===== config.mk =====
export PLATFORM = sky130hd
export DESIGN_NAME = boot_cmd_parser
export DESIGN_NICKNAME = d
export VERILOG_FILES = /design/src/hw/boot_cmd_pkg.sv /design/src/hw/boot_cmd_parser.sv
export SDC_FILE = /design/constraint.sdc
export NUM_CORES = 1
export LEC_CHECK = 0
export ABC_AREA = 1
export BUFFER_PORTS_ARGS = -buffer_cell sky130_fd_sc_hd__buf_2
export CORE_ASPECT_RATIO = 0.7
export CORE_UTILIZATION = 40
export DETAILED_ROUTE_END_ITERATION = 16
export SYNTH_ARGS = -nofsm -noshare
export SYNTH_HDL_FRONTEND = slang
export SYNTH_SLANG_ARGS = --single-unit

===== constraint.sdc =====
create_clock -name CLOCK_I -period 6.6 [get_ports CLOCK_I]
set_input_delay 0.33 -clock CLOCK_I [delete_from_list [all_inputs] [get_ports CLOCK_I]]
set_output_delay 0.33 -clock CLOCK_I [all_outputs]
set_load 0.005 [all_outputs]

===== src/hw/boot_cmd_pkg.sv =====
// Constants, codes and types of the serial boot command parser
package boot_cmd_pkg;

  // Command codes carried in the first byte of a sequence
  localparam logic [7:0] CMD_PAGE_READ  = 8'hff;
  localparam logic [7:0] CMD_PAGE_PROG  = 8'h41;
  localparam logic [7:0] CMD_BLK_ERASE  = 8'h20;
  localparam logic [7:0] CMD_ERASE_ALL  = 8'ha7;
  localparam logic [7:0] CMD_RD_STATUS  = 8'h70;
  localparam logic [7:0] CMD_CLR_STATUS = 8'h50;
  localparam logic [7:0] CMD_RD_LOCK    = 8'h71;
  localparam logic [7:0] CMD_LOCK_PROG  = 8'h77;
  localparam logic [7:0] CMD_LOCK_EN    = 8'h7a;
  localparam logic [7:0] CMD_LOCK_DIS   = 8'h75;
  localparam logic [7:0] CMD_ID_CHECK   = 8'hf5;
  localparam logic [7:0] CMD_DOWNLOAD   = 8'hfa;
  localparam logic [7:0] CMD_VERSION    = 8'hfb;
  localparam logic [7:0] CMD_BOOT_OUT   = 8'hfc;
  localparam logic [7:0] CMD_RD_CHECK   = 8'hfd;
  // Baud commands b0..b3 share these upper six bits
  localparam logic [5:0] CMD_BAUD_HI    = 6'h2c;
  localparam logic [7:0] CONFIRM        = 8'hd0;

  // Byte counts of the phases of a sequence
  localparam logic [15:0] HDR_ADDR_LEN  = 16'h0002;
  localparam logic [15:0] HDR_DL_LEN    = 16'h0003;
  localparam logic [15:0] HDR_ID_LEN    = 16'h0004;
  localparam logic [15:0] PAGE_LEN      = 16'h0100;
  localparam logic [15:0] VER_LEN       = 16'h0008;
  localparam logic [15:0] PAIR_LEN      = 16'h0002;
  localparam logic [15:0] ONE_LEN       = 16'h0001;

  // Version text, eight ASCII characters (arbitrary value)
  localparam logic [63:0] VERSION       = 64'h424f4f54_312e3030;

  // Secondary status layout
  localparam int SEC_BOOT_DONE = 7;
  localparam int SEC_SUM_OK    = 4;
  localparam int SEC_ID_LSB    = 2;
  localparam logic [1:0] ID_NONE = 2'h0;
  localparam logic [1:0] ID_BAD  = 2'h1;
  localparam logic [1:0] ID_OK   = 2'h3;

  // Check data CRC
  localparam logic [15:0] CRC_POLY = 16'h1021;
  localparam logic [15:0] CRC_INIT = 16'h0000;
  localparam logic [1:0]  BAUD_RST = 2'h0;

  // Operations requested from the flash controller
  typedef enum logic [3:0] {
    OP_RD_FLASH   = 4'h0,
    OP_RD_BOOT    = 4'h1,
    OP_RD_LOCK    = 4'h2,
    OP_RD_ID      = 4'h3,
    OP_WR_BYTE    = 4'h4,
    OP_PROG_PAGE  = 4'h5,
    OP_ERASE_BLK  = 4'h6,
    OP_ERASE_ALL  = 4'h7,
    OP_LOCK_PROG  = 4'h8,
    OP_LOCK_EN    = 4'h9,
    OP_LOCK_DIS   = 4'ha,
    OP_CLR_STATUS = 4'hb,
    OP_DL_BYTE    = 4'hc,
    OP_DL_RUN     = 4'hd
  } mem_op_t;

  // Parser states
  typedef enum logic [6:0] {
    S_IDLE = 7'h01,
    S_HDR  = 7'h02,
    S_CONF = 7'h04,
    S_DIN  = 7'h08,
    S_MEMW = 7'h10,
    S_OUT  = 7'h20,
    S_RDW  = 7'h40
  } state_t;

endpackage


===== src/hw/boot_cmd_parser.sv =====
// Serial boot mode command interpreter with two-entry reply buffer
`timescale 1ns/1ps

// Notes on behaviour
// - Each operation starts from a sequence led by its code byte.
// - Codes b0..b3 echo themselves, then select 9600..57600 bps.
// - Page read ff takes two address bytes, returns 256 bytes ascending.
// - Page program 41 takes two address bytes and 256 data bytes.
// - Busy stays high after page program until ready for more.
// - Read status 70 returns primary then secondary status byte.
// - Clear status 50 clears error bits, busy falls when done.
// - Erase all a7 needs confirm d0, then erases unlocked blocks.
// - Without verified ID only 70, f5, fb and baud codes accepted.
// - A wholly blank flash accepts every command without ID check.
// - Download fa takes size low, size high, checksum, then data.
// - Version fb returns eight version bytes as bytes two to nine.
// - Boot ROM output fc takes two address bytes, returns 256 bytes.
// - Lock commands 71 read, 77 program with d0, 7a enable, 75 disable.
// - Reply bytes come from the device, all others from programmer.
// - Block erase 20 takes two address bytes, starts only on d0.
// - ID check f5 takes three address bytes, count, then ID bytes.
// - Check data fd returns low then high CRC of programmed data.
module boot_cmd_parser (
  input  wire logic        CLOCK_I,            // 50 MHz clock
  input  wire logic        RST_I,              // Synchronous reset
  input  wire logic        RX_VALID_I,         // Received byte valid
  input  wire logic [7:0]  RX_DATA_I,          // Received byte
  output logic             RX_READY_O,         // Parser takes byte
  output logic             TX_VALID_O,         // Reply byte valid
  output logic      [7:0]  TX_DATA_O,          // Reply byte
  input  wire logic        TX_READY_I,         // Transmitter takes byte
  output logic             BUSY_O,             // Busy indicator pin
  output logic      [1:0]  BAUD_SEL_O,         // 0..3: 9600..57600
  input  wire logic        BLANK_I,            // Whole flash blank
  input  wire logic [7:0]  PRIMARY_STATUS_I,   // Primary status byte
  output logic             MEM_REQ_O,          // Operation request
  output logic      [3:0]  MEM_OP_O,           // Operation code
  output logic      [23:0] MEM_ADDR_O,         // Operation address
  output logic      [7:0]  MEM_WDATA_O,        // Write data
  input  wire logic        MEM_ACK_I,          // Operation done
  input  wire logic [7:0]  MEM_RDATA_I         // Read data
);

  boot_cmd_pkg::state_t  state_q;
  boot_cmd_pkg::mem_op_t op_q;
  logic [7:0]  cmd_q;
  logic [15:0] cnt_q;
  logic [15:0] len_q;
  logic [23:0] addr_q;
  logic [23:0] maddr_q;
  logic [7:0]  byte_q;
  logic [7:0]  chk_q;
  logic [7:0]  sum_q;
  logic        final_q;
  logic        req_q;
  logic        busy_q;
  logic        mis_q;
  logic [1:0]  id_q;
  logic        boot_q;
  logic        sum_ok_q;
  logic [15:0] crc_q;
  logic [1:0]  baud_q;
  logic [7:0]  buf_q [2];
  logic [1:0]  fill_q;
  logic        rd_q;
  logic        wr_q;
  logic        rx_take;
  logic        full;
  logic        push;
  logic        pop;
  logic [7:0]  push_data;
  logic [7:0]  local_byte;
  logic        out_mem;
  logic        out_last;
  logic        cmd_ok;
  logic [7:0]  sec_status;
  logic [2:0]  ver_idx;

  // Header bytes that follow the code
  function automatic logic [15:0] hdr_len(input logic [7:0] c);
    unique case (c)
      boot_cmd_pkg::CMD_PAGE_READ, boot_cmd_pkg::CMD_PAGE_PROG,
      boot_cmd_pkg::CMD_BLK_ERASE, boot_cmd_pkg::CMD_RD_LOCK,
      boot_cmd_pkg::CMD_LOCK_PROG, boot_cmd_pkg::CMD_BOOT_OUT:
        return boot_cmd_pkg::HDR_ADDR_LEN;
      boot_cmd_pkg::CMD_ID_CHECK: return boot_cmd_pkg::HDR_ID_LEN;
      boot_cmd_pkg::CMD_DOWNLOAD: return boot_cmd_pkg::HDR_DL_LEN;
      default:                    return 16'h0000;
    endcase
  endfunction

  // Reply bytes sent by the device
  function automatic logic [15:0] out_len(input logic [7:0] c);
    unique case (c)
      boot_cmd_pkg::CMD_PAGE_READ,
      boot_cmd_pkg::CMD_BOOT_OUT:  return boot_cmd_pkg::PAGE_LEN;
      boot_cmd_pkg::CMD_RD_STATUS,
      boot_cmd_pkg::CMD_RD_CHECK:  return boot_cmd_pkg::PAIR_LEN;
      boot_cmd_pkg::CMD_VERSION:   return boot_cmd_pkg::VER_LEN;
      default:                     return boot_cmd_pkg::ONE_LEN;
    endcase
  endfunction

  // Known codes only; anything else is dropped
  function automatic logic known(input logic [7:0] c);
    unique case (c)
      boot_cmd_pkg::CMD_PAGE_READ, boot_cmd_pkg::CMD_PAGE_PROG,
      boot_cmd_pkg::CMD_BLK_ERASE, boot_cmd_pkg::CMD_ERASE_ALL,
      boot_cmd_pkg::CMD_RD_STATUS, boot_cmd_pkg::CMD_CLR_STATUS,
      boot_cmd_pkg::CMD_RD_LOCK,   boot_cmd_pkg::CMD_LOCK_PROG,
      boot_cmd_pkg::CMD_LOCK_EN,   boot_cmd_pkg::CMD_LOCK_DIS,
      boot_cmd_pkg::CMD_ID_CHECK,  boot_cmd_pkg::CMD_DOWNLOAD,
      boot_cmd_pkg::CMD_VERSION,   boot_cmd_pkg::CMD_BOOT_OUT,
      boot_cmd_pkg::CMD_RD_CHECK:  return 1'b1;
      default: return c[7:2] == boot_cmd_pkg::CMD_BAUD_HI;
    endcase
  endfunction

  // One byte of CRC, most significant bit first
  function automatic logic [15:0] crc_next(input logic [15:0] c,
                                           input logic [7:0]  d);
    logic [15:0] r;
    r = c;
    for (int i = 7; i >= 0; i--)
    begin
      r = (r[15] ^ d[i]) ? ({r[14:0], 1'b0} ^ boot_cmd_pkg::CRC_POLY)
                         : {r[14:0], 1'b0};
    end
    return r;
  endfunction

  // Acceptance gate on the first byte
  assign cmd_ok = known(RX_DATA_I) &&
                  (BLANK_I || id_q == boot_cmd_pkg::ID_OK ||
                   RX_DATA_I == boot_cmd_pkg::CMD_RD_STATUS ||
                   RX_DATA_I == boot_cmd_pkg::CMD_ID_CHECK ||
                   RX_DATA_I == boot_cmd_pkg::CMD_VERSION ||
                   RX_DATA_I[7:2] == boot_cmd_pkg::CMD_BAUD_HI);

  // Receive handshake; held low while an operation is pending
  assign RX_READY_O = state_q inside {boot_cmd_pkg::S_IDLE,
                                      boot_cmd_pkg::S_HDR,
                                      boot_cmd_pkg::S_CONF,
                                      boot_cmd_pkg::S_DIN};
  assign rx_take    = RX_VALID_I && RX_READY_O;

  // Secondary status; receive time-out is not detected here
  assign sec_status = {boot_q, 2'b00, sum_ok_q, id_q, 2'b00};
  assign out_mem    = cmd_q == boot_cmd_pkg::CMD_PAGE_READ ||
                      cmd_q == boot_cmd_pkg::CMD_BOOT_OUT ||
                      cmd_q == boot_cmd_pkg::CMD_RD_LOCK;
  assign out_last   = cnt_q == out_len(cmd_q) - 16'h0001;
  assign ver_idx    = 3'h7 - cnt_q[2:0];

  // Reply bytes that the parser makes itself
  always_comb
  begin
    local_byte = cmd_q;
    if (cmd_q == boot_cmd_pkg::CMD_RD_STATUS)
      local_byte = cnt_q[0] ? sec_status : PRIMARY_STATUS_I;
    else if (cmd_q == boot_cmd_pkg::CMD_VERSION)
      local_byte = boot_cmd_pkg::VERSION[{ver_idx, 3'b000} +: 8];
    else if (cmd_q == boot_cmd_pkg::CMD_RD_CHECK)
      local_byte = cnt_q[0] ? crc_q[15:8] : crc_q[7:0];
  end

  // Push into the reply buffer; reads only start with room left
  assign push      = (state_q == boot_cmd_pkg::S_OUT && !full && !out_mem) ||
                     (state_q == boot_cmd_pkg::S_RDW && MEM_ACK_I);
  assign push_data = state_q == boot_cmd_pkg::S_RDW ? MEM_RDATA_I
                                                    : local_byte;

  // Command sequencer
  always_ff @(posedge CLOCK_I)
  begin
    if (RST_I)
    begin
      state_q  <= boot_cmd_pkg::S_IDLE;
      cmd_q    <= 8'h00;
      cnt_q    <= 16'h0000;
      len_q    <= 16'h0000;
      addr_q   <= 24'h000000;
      maddr_q  <= 24'h000000;
      byte_q   <= 8'h00;
      chk_q    <= 8'h00;
      sum_q    <= 8'h00;
      op_q     <= boot_cmd_pkg::OP_RD_FLASH;
      final_q  <= 1'b0;
      req_q    <= 1'b0;
      busy_q   <= 1'b0;
      mis_q    <= 1'b0;
      id_q     <= boot_cmd_pkg::ID_NONE;
      boot_q   <= 1'b0;
      sum_ok_q <= 1'b0;
    end
    else
    begin
      req_q <= 1'b0;
      unique case (state_q)
        boot_cmd_pkg::S_IDLE:
          if (rx_take && cmd_ok)
          begin
            cmd_q   <= RX_DATA_I;
            cnt_q   <= 16'h0000;
            maddr_q <= addr_q;
            final_q <= 1'b1;
            if (hdr_len(RX_DATA_I) != 16'h0000)
              state_q <= boot_cmd_pkg::S_HDR;
            else if (RX_DATA_I == boot_cmd_pkg::CMD_ERASE_ALL)
              state_q <= boot_cmd_pkg::S_CONF;
            else if (RX_DATA_I == boot_cmd_pkg::CMD_CLR_STATUS ||
                     RX_DATA_I == boot_cmd_pkg::CMD_LOCK_EN ||
                     RX_DATA_I == boot_cmd_pkg::CMD_LOCK_DIS)
            begin
              req_q   <= 1'b1;
              busy_q  <= 1'b1;
              op_q    <= RX_DATA_I == boot_cmd_pkg::CMD_CLR_STATUS ?
                         boot_cmd_pkg::OP_CLR_STATUS :
                         RX_DATA_I == boot_cmd_pkg::CMD_LOCK_EN ?
                         boot_cmd_pkg::OP_LOCK_EN :
                         boot_cmd_pkg::OP_LOCK_DIS;
              state_q <= boot_cmd_pkg::S_MEMW;
            end
            else
              state_q <= boot_cmd_pkg::S_OUT;
          end
        boot_cmd_pkg::S_HDR:
          if (rx_take)
          begin
            cnt_q <= cnt_q + 16'h0001;
            if (cmd_q == boot_cmd_pkg::CMD_DOWNLOAD)
            begin
              if (cnt_q[1:0] == 2'h0) len_q[7:0]  <= RX_DATA_I;
              if (cnt_q[1:0] == 2'h1) len_q[15:8] <= RX_DATA_I;
              if (cnt_q[1:0] == 2'h2) chk_q       <= RX_DATA_I;
            end
            else if (cmd_q == boot_cmd_pkg::CMD_ID_CHECK)
            begin
              if (cnt_q[1:0] == 2'h3) len_q <= {8'h00, RX_DATA_I};
              else addr_q[{cnt_q[1:0], 3'b000} +: 8] <= RX_DATA_I;
            end
            else if (cnt_q[0])
              addr_q[23:16] <= RX_DATA_I;
            else
              addr_q[15:8] <= RX_DATA_I;
            if (cnt_q == hdr_len(cmd_q) - 16'h0001)
            begin
              cnt_q   <= 16'h0000;
              sum_q   <= 8'h00;
              mis_q   <= 1'b0;
              state_q <= boot_cmd_pkg::S_OUT;
              if (cmd_q == boot_cmd_pkg::CMD_PAGE_PROG)
              begin
                len_q   <= boot_cmd_pkg::PAGE_LEN;
                state_q <= boot_cmd_pkg::S_DIN;
              end
              else if (cmd_q == boot_cmd_pkg::CMD_BLK_ERASE ||
                       cmd_q == boot_cmd_pkg::CMD_LOCK_PROG)
                state_q <= boot_cmd_pkg::S_CONF;
              else if (cmd_q == boot_cmd_pkg::CMD_ID_CHECK)
                state_q <= RX_DATA_I == 8'h00 ? boot_cmd_pkg::S_IDLE
                                              : boot_cmd_pkg::S_DIN;
              else if (cmd_q == boot_cmd_pkg::CMD_DOWNLOAD)
                state_q <= len_q == 16'h0000 ? boot_cmd_pkg::S_IDLE
                                             : boot_cmd_pkg::S_DIN;
            end
          end
        boot_cmd_pkg::S_CONF:
          if (rx_take)
          begin
            // A wrong confirm byte abandons the sequence
            state_q <= boot_cmd_pkg::S_IDLE;
            if (RX_DATA_I == boot_cmd_pkg::CONFIRM)
            begin
              req_q   <= 1'b1;
              busy_q  <= 1'b1;
              maddr_q <= addr_q;
              op_q    <= cmd_q == boot_cmd_pkg::CMD_ERASE_ALL ?
                         boot_cmd_pkg::OP_ERASE_ALL :
                         cmd_q == boot_cmd_pkg::CMD_LOCK_PROG ?
                         boot_cmd_pkg::OP_LOCK_PROG :
                         boot_cmd_pkg::OP_ERASE_BLK;
              state_q <= boot_cmd_pkg::S_MEMW;
            end
          end
        boot_cmd_pkg::S_DIN:
          if (rx_take)
          begin
            byte_q  <= RX_DATA_I;
            sum_q   <= sum_q + RX_DATA_I;
            req_q   <= 1'b1;
            final_q <= 1'b0;
            maddr_q <= {addr_q[23:8], cnt_q[7:0]};
            op_q    <= boot_cmd_pkg::OP_WR_BYTE;
            if (cmd_q == boot_cmd_pkg::CMD_ID_CHECK)
              op_q <= boot_cmd_pkg::OP_RD_ID;
            if (cmd_q == boot_cmd_pkg::CMD_DOWNLOAD)
            begin
              op_q    <= boot_cmd_pkg::OP_DL_BYTE;
              maddr_q <= {8'h00, cnt_q};
            end
            state_q <= boot_cmd_pkg::S_MEMW;
          end
        boot_cmd_pkg::S_MEMW:
          if (MEM_ACK_I)
          begin
            state_q <= boot_cmd_pkg::S_DIN;
            if (final_q)
            begin
              busy_q  <= 1'b0;
              state_q <= boot_cmd_pkg::S_IDLE;
            end
            else
            begin
              cnt_q <= cnt_q + 16'h0001;
              if (cmd_q == boot_cmd_pkg::CMD_ID_CHECK &&
                  MEM_RDATA_I != byte_q)
                mis_q <= 1'b1;
              if (cnt_q == len_q - 16'h0001)
              begin
                state_q <= boot_cmd_pkg::S_IDLE;
                final_q <= 1'b1;
                maddr_q <= addr_q;
                if (cmd_q == boot_cmd_pkg::CMD_PAGE_PROG)
                begin
                  // Busy covers the page write up to the next page
                  req_q   <= 1'b1;
                  busy_q  <= 1'b1;
                  op_q    <= boot_cmd_pkg::OP_PROG_PAGE;
                  state_q <= boot_cmd_pkg::S_MEMW;
                end
                else if (cmd_q == boot_cmd_pkg::CMD_ID_CHECK)
                  id_q <= (mis_q || MEM_RDATA_I != byte_q) ?
                          boot_cmd_pkg::ID_BAD : boot_cmd_pkg::ID_OK;
                else
                begin
                  boot_q   <= sum_q == chk_q;
                  sum_ok_q <= sum_q == chk_q;
                  if (sum_q == chk_q)
                  begin
                    req_q   <= 1'b1;
                    busy_q  <= 1'b1;
                    op_q    <= boot_cmd_pkg::OP_DL_RUN;
                    state_q <= boot_cmd_pkg::S_MEMW;
                  end
                end
              end
            end
          end
        boot_cmd_pkg::S_OUT:
          if (!full)
          begin
            if (out_mem)
            begin
              req_q   <= 1'b1;
              maddr_q <= {addr_q[23:8], cnt_q[7:0]};
              op_q    <= cmd_q == boot_cmd_pkg::CMD_BOOT_OUT ?
                         boot_cmd_pkg::OP_RD_BOOT :
                         cmd_q == boot_cmd_pkg::CMD_RD_LOCK ?
                         boot_cmd_pkg::OP_RD_LOCK :
                         boot_cmd_pkg::OP_RD_FLASH;
              if (cmd_q == boot_cmd_pkg::CMD_RD_LOCK)
                maddr_q <= addr_q;
              state_q <= boot_cmd_pkg::S_RDW;
            end
            else
            begin
              cnt_q <= cnt_q + 16'h0001;
              if (out_last)
                state_q <= boot_cmd_pkg::S_IDLE;
            end
          end
        boot_cmd_pkg::S_RDW:
          if (MEM_ACK_I)
          begin
            cnt_q   <= cnt_q + 16'h0001;
            state_q <= out_last ? boot_cmd_pkg::S_IDLE
                                : boot_cmd_pkg::S_OUT;
          end
        default:
          state_q <= boot_cmd_pkg::S_IDLE;
      endcase
    end
  end

  // Check data over page program bytes; cleared after it is read out
  always_ff @(posedge CLOCK_I)
  begin
    if (RST_I)
      crc_q <= boot_cmd_pkg::CRC_INIT;
    else if (push && out_last && cmd_q == boot_cmd_pkg::CMD_RD_CHECK)
      crc_q <= boot_cmd_pkg::CRC_INIT;
    else if (state_q == boot_cmd_pkg::S_DIN && rx_take &&
             cmd_q == boot_cmd_pkg::CMD_PAGE_PROG)
      crc_q <= crc_next(crc_q, RX_DATA_I);
  end

  // Baud changes once the echo byte is queued behind older replies
  always_ff @(posedge CLOCK_I)
  begin
    if (RST_I)
      baud_q <= boot_cmd_pkg::BAUD_RST;
    else if (push && cmd_q[7:2] == boot_cmd_pkg::CMD_BAUD_HI)
      baud_q <= cmd_q[1:0];
  end

  // Two-entry reply buffer; a stalled transmitter holds the parser
  assign full       = fill_q == 2'h2;
  assign pop        = TX_VALID_O && TX_READY_I;
  assign TX_VALID_O = fill_q != 2'h0;
  assign TX_DATA_O  = buf_q[rd_q];

  always_ff @(posedge CLOCK_I)
  begin
    if (RST_I)
    begin
      fill_q   <= 2'h0;
      rd_q     <= 1'b0;
      wr_q     <= 1'b0;
      buf_q[0] <= 8'h00;
      buf_q[1] <= 8'h00;
    end
    else
    begin
      if (push)
      begin
        buf_q[wr_q] <= push_data;
        wr_q        <= ~wr_q;
      end
      if (pop)
        rd_q <= ~rd_q;
      fill_q <= fill_q + {1'b0, push} - {1'b0, pop};
    end
  end

  assign BUSY_O      = busy_q;
  assign BAUD_SEL_O  = baud_q;
  assign MEM_REQ_O   = req_q;
  assign MEM_OP_O    = op_q;
  assign MEM_ADDR_O  = maddr_q;
  assign MEM_WDATA_O = byte_q;

endmodule // boot_cmd_parser


After elaboration in Yosys (flattened, before gate mapping)
Memories as Yosys holds them, arrays and structs flattened. A register that Yosys moved wholly into a read port is not among the register bits.
Index checks and enable logic that the tools add are counted.
- add/subtract/negate cells: 9
- equal/unequal tests: 72
- shifts and indexed selects: 3
- mux-type cells: 164
- bitwise gates (word level): 23
- reduce and logical (&&, ||, !) cells: 64
- operators with widths (operator ; count):
    $mux W16 ; 20
    $mux W24 ; 11
    $eq A8 B8 Y1 const B ; 15
    $mux W8 ; 15
    $pmux W24 S5 ; 1
    $mux W13 ; 8
    $eq A8 B7 Y1 const B ; 11
    $mux W4 ; 20
    $pmux W16 S5 ; 1
    $mux W7 ; 10
    $shiftx A64 B7 Y8 const A ; 1
    $pmux W7 S7 ; 1
    $eq A16 B16 Y1 ; 3
    $mux W6 ; 8
    $sub A16 B1 Y16 const B ; 3
    $mux W1 ; 47
    $mux W5 ; 6
    $ne A2 B2 Y1 const B ; 14
    $pmux W9 S3 ; 1
    $bwmux W24 ; 1
    $not A3 Y3 ; 8
    $shift A8 B7 Y24 const A ; 1
    $shiftx A8 B7 Y24 ; 1
    $pmux W4 S5 ; 1
    other kinds (55) ; 127
- register bits after elaboration: 152
- memory bits (writable): 16
- input bits: 30
- output and inout port bits: 50
- word-level logic and storage cells: 359
- memories: 1
- memory list (memory ; words ; bits a word ; rd ports ; clocked after memory_dff ; write ports ; RTL line ; source):
    buf_q ; 2 ; 8 ; 1 ; 1 ; 2 ; boot_cmd_parser.sv:63 ; logic [7:0] buf_q [2];

Logic depth before layout (Yosys ltp)
- depth in word-level cells: 16
- gate-level depth with buffers: 24
- depth with buffers taken out: 23

Worst setup path after synthesis
Ideal clock, no wire load.
- path kind: reg2reg
- start: reg cmd_q[5]
- end: reg cnt_q[12]
- library setup time: 109 ps
- data arrival time: 2998 ps
- data required time: 6491 ps
- path slack: 3493 ps
- cell stages (with the launch flop): 23
- path buffers: 2
- period minus slack after synthesis: 3107 ps
- cell sequence: dfxtp_1 > nand2_2 > nor2_4 > inv_2 > nor2_2 > buf_4 > clkbuf_1 > nor4_1 > ha_1 > ha_1 > xor2_1 > nand2_1 > nand3b_1 > nor2_1 > nand3_1 > nand2_2 > inv_1 > nor2_2 > nand2_2 > nand2_4 > inv_2 > nand2_1 > inv_1
- word-level cells in the longest chain between the ends: 11
- elaborated cells on any way between the ends: 22
- classes of those cells: add/sub: 1; eq/ne: 10; mux: 7; reduce/logical: 4
- ends and longest elaborated chain (element ; RTL line ; source):
    start: declaration ; boot_cmd_parser.sv:46 ; logic [7:0] cmd_q;
    start signal: assignment ; boot_cmd_parser.sv:179 ; cmd_q <= 8'h00;
    start signal: assignment ; boot_cmd_parser.sv:203 ; cmd_q <= RX_DATA_I;
    $eq A8 B8 Y1, or another cell as far along ; boot_cmd_parser.sv:81, boot_cmd_parser.sv:149 ;
    $reduce_or A6 Y1 ; boot_cmd_parser.sv:81 ; unique case (c)
    $pmux W3 S3 ; boot_cmd_parser.sv:81 ;
    $mux W16 ; boot_cmd_parser.sv:228 ; if (rx_take)
    $mux W16 ; boot_cmd_parser.sv:199 ; unique case (state_q)
    $mux W16 ; boot_cmd_parser.sv:176 ; if (RST_I)
    $sub A16 B1 Y16 ; boot_cmd_parser.sv:246 ; if (cnt_q == hdr_len(cmd_q) - 16'h0001)
    $eq A16 B16 Y1 ; boot_cmd_parser.sv:246 ;
    $mux W16 ; boot_cmd_parser.sv:246 ;
    $mux W16 ; boot_cmd_parser.sv:228 ;
    $pmux W16 S5 ; boot_cmd_parser.sv:199 ;
    end signal: assignment ; boot_cmd_parser.sv:230 ; cnt_q <= cnt_q + 16'h0001;
    end signal: assignment ; boot_cmd_parser.sv:315 ; cnt_q <= cnt_q + 16'h0001;
    end signal: assignment ; boot_cmd_parser.sv:368 ; cnt_q <= cnt_q + 16'h0001;
    end: declaration ; boot_cmd_parser.sv:47 ; logic [15:0] cnt_q;
Parallel ways exist; a longest one is shown, timed or not. The select of a mux whose other input is x is not followed.
A chain may end at the register's enable or synchronous reset.

Worst setup path after layout
- start: reg cmd_q[6]
- end: reg len_q[6]
- word-level cells in the longest chain between the ends: 9
- elaborated cells on any way between the ends: 19
- classes of those cells: add/sub: 1; eq/ne: 9; mux: 8; reduce/logical: 1
- ends and longest elaborated chain (element ; RTL line ; source):
    $eq A8 B8 Y1, or another cell as far along ; boot_cmd_parser.sv:81 ;
    $reduce_or A6 Y1 ; boot_cmd_parser.sv:81 ;
    $pmux W3 S3 ; boot_cmd_parser.sv:81 ;
    $mux W16 ; boot_cmd_parser.sv:228 ;
    $mux W16 ; boot_cmd_parser.sv:199 ;
    $mux W16 ; boot_cmd_parser.sv:176 ;
    $sub A16 B1 Y16 ; boot_cmd_parser.sv:246 ;
    $eq A16 B16 Y1 ; boot_cmd_parser.sv:246 ;
    $mux W16 * ; boot_cmd_parser.sv:246 ;
    end signal: assignment ; boot_cmd_parser.sv:239 ; if (cnt_q[1:0] == 2'h3) len_q <= {8'h00, RX_DATA_I};
    end signal: assignment ; boot_cmd_parser.sv:254 ; len_q <= boot_cmd_pkg::PAGE_LEN;
    end: declaration ; boot_cmd_parser.sv:48 ; logic [15:0] len_q;
Every way passes the cells marked *; elsewhere a longest branch is shown, timed or not. The select of a mux whose other input is x is not followed.

==> out/qor.txt <==
====================================================================================
Count of different cell masters after synthesis .......................           50
Cts hold-fix bufs .....................................................            0
Critical Path AT ......................................................      4.18 ns
Cell types occupying the most area after synthesis .................... sky130_fd_sc_hd__dfxtp_1 (27%), sky130_fd_sc_hd__nand2_1 (14%), sky130_fd_sc_hd__nor2_1 (9.0%), sky130_fd_sc_hd__inv_1 (6.5%), sky130_fd_sc_hd__o21ai_0 (5.6%)
Post-CTS sizing .......................................................            0
Via count of the routed design ........................................        11700
Peak supply drop ......................................................       190 uV
Number of global-route vias before repair .............................        10500
Seq cells post-synth ..................................................          169
Switching share of power ..............................................        40.0%
Number of max-slew violations in the final report .....................            0
Worst relative slew slack .............................................        30.5%
Post-route cell area ..................................................    12400 um2
FF-to-FF setup slack ..................................................      2.73 ns
Number of max-capacitance violations reported .........................            0
Clock network latency to the later pin of the worst-skew pair .........      0.45 ns
Worst Tran Pin Value ..................................................      1.03 ns
Synthesis-to-finish area growth .......................................        10.3%
WL final ..............................................................     39300 um
CTS sink count ........................................................          169
Detail Route Antenna Nets .............................................            0
Clock Skew ............................................................    0.0108 ns
Proportion of synthesized chip area in sequential cells ...............        31.6%
Status ................................................................ finished, final reports clean
Most repeated cell in the gate-level netlist after synthesis .......... sky130_fd_sc_hd__nand2_1
H-tree Lvls ...........................................................            4
Top cell type's share of synthesized area .............................        27.3%
Worst-path fanout max .................................................           30
Number of port buffers ................................................           79
Max frequency .........................................................      259 MHz
Internal power ........................................................      2.03 mW
Drt pass-1 iters ......................................................            7
Post-layout worst setup margin ........................................      2.73 ns
FFs w/ async S/R, synth ...............................................           0%
Post-synth design cell area ...........................................    11200 um2
Antenna violations before repair ......................................            0
Die width .............................................................       202 um
Required time worst endpoint ..........................................      6.91 ns
Number of placement rows ..............................................           50
Root Driver ........................................................... sky130_fd_sc_hd__clkbuf_16
PwrDens ...............................................................   274 nW/um2
Syn nets ..............................................................         1792
Cell area after placement .............................................    11800 um2
Top-Level Pins ........................................................           80
Dominant register cell in the synthesized netlist ..................... sky130_fd_sc_hd__dfxtp_1
Maximum number of buffers from clock root to sink .....................            2
Post-Synthesis Mean Instance Area .....................................     6.43 um2
Cell accounting for the most synthesized area ......................... sky130_fd_sc_hd__dfxtp_1
Category of the worst setup path launch point .........................    flip-flop
Vias per std cell .....................................................         5.45
Synth Instances .......................................................         1742
Proportion of power drawn by combinational gates ......................        34.2%
Sw Pwr ................................................................      1.35 mW
Placeable core area ...................................................    27200 um2
Worst hold slack ......................................................     0.316 ns
Fraction of power consumed by the clock network .......................        31.3%
Endpoints failing hold ................................................            0
Setup repair after global routing missed its margin ...................           no
Inserted Diodes .......................................................            0
Height of the die .....................................................       142 um
HPWL reported at the end of detailed placement ........................     29500 um
Final core occ ........................................................        45.5%
Most frequent cells after synthesis ................................... sky130_fd_sc_hd__nand2_1 (412), sky130_fd_sc_hd__nor2_1 (268), sky130_fd_sc_hd__inv_1 (194)
Total CTS buffers .....................................................           17
Total congestion overflow .............................................            0
Number of endpoints failing setup at the final stage ..................            0
Ratio of final minimum period to clock period .........................        58.6%
Final layout net count ................................................         1828
Initial core utilization ..............................................        41.3%
Post-CTS setup repair buffer count ....................................            0
TritonCTS clock tree ..................................................          yes
Hold Crit Class ....................................................... primary input to flip-flop
Total GRT Usage .......................................................        27.3%
Mean routed wirelength per cell .......................................      18.3 um
Yosys warning total ...................................................            0
Count of unresolved DRC violations after routing ......................            0
Worst-path clk slew ...................................................      0.07 ns
Type of the setup path with the least slack ........................... flip-flop to flip-flop
Time the final worst path needs with I/O delays and setup .............      3.87 ns
Endpoint class of the critical path ...................................    flip-flop
Sequential group share of total power .................................        34.5%
Ratio of cells with drive above 1 in the final layout .................        11.3%
Initial DRC count .....................................................         1337
Leak Pwr ..............................................................      5.67 nW
Weighted congestion at the end of routability-driven global placement .         1.02
Final setup TNS .......................................................         0 ns
Area of the die .......................................................    28700 um2
Pre-CTS setup slack ...................................................      2.85 ns
Pin count of the biggest net entering global routing ..................           59
Wire length of the first global-routing pass ..........................     60300 um
Number of flops mapped to enable cells by yosys .......................           16
====================================================================================
-- critical path, cell delays in order (launching register included) --
cell and delay [ns]:
sky130_fd_sc_hd__dfxtp_1 0.40, sky130_fd_sc_hd__nand2_1 0.12, sky130_fd_sc_hd__nor2_4 0.19, sky130_fd_sc_hd__inv_2 0.12
sky130_fd_sc_hd__nor2_2 0.09, sky130_fd_sc_hd__buf_4 0.31, sky130_fd_sc_hd__inv_1 0.34, sky130_fd_sc_hd__ha_1 0.31
sky130_fd_sc_hd__ha_1 0.24, sky130_fd_sc_hd__inv_1 0.13, sky130_fd_sc_hd__nand4_1 0.10, sky130_fd_sc_hd__o21ai_0 0.17
sky130_fd_sc_hd__nand3b_1 0.10, sky130_fd_sc_hd__nor2_1 0.13, sky130_fd_sc_hd__nand4_1 0.56, sky130_fd_sc_hd__o311ai_0 0.31
sky130_fd_sc_hd__a21oi_1 0.11
-- layout by cell type (no fill, tap or decap), types with 3 or more instances in the layout --
master	synthesis	routed
sky130_fd_sc_hd__inv_1	194	193
sky130_fd_sc_hd__mux2_2	16	16
sky130_fd_sc_hd__a31oi_1	11	11
sky130_fd_sc_hd__nand3_2	7	7
sky130_fd_sc_hd__clkbuf_16	0	17
sky130_fd_sc_hd__a21oi_1	101	101
sky130_fd_sc_hd__edfxtp_1	16	16
sky130_fd_sc_hd__xnor2_1	34	34
sky130_fd_sc_hd__dfxtp_1	153	153
sky130_fd_sc_hd__o221ai_1	3	3
sky130_fd_sc_hd__nor2_1	268	268
sky130_fd_sc_hd__o311ai_0	9	9
sky130_fd_sc_hd__ha_1	19	19
sky130_fd_sc_hd__buf_4	11	6
sky130_fd_sc_hd__xor2_1	26	26
sky130_fd_sc_hd__o2111ai_1	5	5
sky130_fd_sc_hd__nand2_2	13	13
sky130_fd_sc_hd__nor4_1	5	5
sky130_fd_sc_hd__o211ai_1	16	16
sky130_fd_sc_hd__buf_2	13	79
sky130_fd_sc_hd__or2_2	6	6
sky130_fd_sc_hd__nand3_1	111	111
sky130_fd_sc_hd__inv_2	15	16
sky130_fd_sc_hd__nor2_2	9	9
sky130_fd_sc_hd__o21ai_0	125	125
sky130_fd_sc_hd__nand2_1	412	412
sky130_fd_sc_hd__nand3b_1	5	5
sky130_fd_sc_hd__nor2_4	11	11
sky130_fd_sc_hd__nand4_1	26	26
sky130_fd_sc_hd__nor3_1	24	24
sky130_fd_sc_hd__a211oi_1	11	11
sky130_fd_sc_hd__inv_4	3	3
sky130_fd_sc_hd__clkbuf_8	0	3
-- cell type report --
cell class / count / area [um2]
fill: 2873 / 14800
clock inverter: 11 / 135
sequential: 169 / 3540
tap: 364 / 455
multi-input combinational: 1293 / 6520
clock buffer: 21 / 470
timing repair buffer: 85 / 440
inverter: 212 / 803
-- final timing paths --
kind | start | end | cells after the start
setup / recovery | cmd_q[6]$_SDFFE_PP0P_ | len_q[6]$_SDFFE_PP0P_ | 16
hold / removal | RX_VALID_I | state_q[2]$_SDFFE_PP0P_ | 4
setup reg to reg | cmd_q[6]$_SDFFE_PP0P_ | len_q[6]$_SDFFE_PP0P_ | 16
hold reg to reg | rd_q$_SDFFE_PP0P_ | rd_q$_SDFFE_PP0P_ | 1
-- flip-flops by register name, indices dropped and copies added (netlist names), named ones only --
name         count
BAUD_SEL_O       2
BUSY_O           1
MEM_ADDR_O      24
MEM_OP_O         4
MEM_REQ_O        1
MEM_WDATA_O      8
addr_q          24
buf_q           16
chk_q            8
cmd_q            8
cnt_q           16
crc_q           16
fill_q           2
final_q          1
id_q             2
len_q           16
mis_q            1
rd_q             1
state_q          7
sum_ok_q         1
sum_q            8
wr_q             1
-- metrics by stage --
stage | power [mW] | cells
2_1_floorplan | 2.01 | 1742
3_3_place_gp | 2.31 | 2123
3_5_place_dp | 2.32 | 2123
4_1_cts | 3.37 | 2155
5_1_grt | 3.57 | 2155
6_report | 3.38 | 2155
-- per-layer routing --
metal / vias to the layer above / global-route usage, % / part of all wire (%)
li1: 5723 / - / -
met1: 5407 / 40.9 / 47
met2: 551 / 38.5 / 40
met3: 54 / 6.23 / 11
met4: 0 / 7.50 / 2.1
met5: - / 0 / 0
-- power by group through the flow --
| stage | logic [mW] | clock network (mW) | registers [mW] |
|---|---|---|---|
| global route | 1.29 | 1.11 | 1.17 |
| finish | 1.16 | 1.06 | 1.17 |
| global placement | 1.12 | 0 | 1.19 |
| detailed placement | 1.13 | 0 | 1.19 |
| CTS | 1.14 | 1.07 | 1.17 |
| floorplan | 0.842 | 0 | 1.17 |
-- cell families after synthesis --
logic type,after synthesis,share of synthesized area [%]
xor gates and xnor gates,60,4.69
muxes,16,1.61
AOI/OAI and AO/OA,294,14.9
and+or+nand+nor,903,34.7
DFF,169,31.6
buffers and inverters,280,10.2
adders and majority gates,20,2.30
No activity file was read; power rests on OpenSTA's default activity.
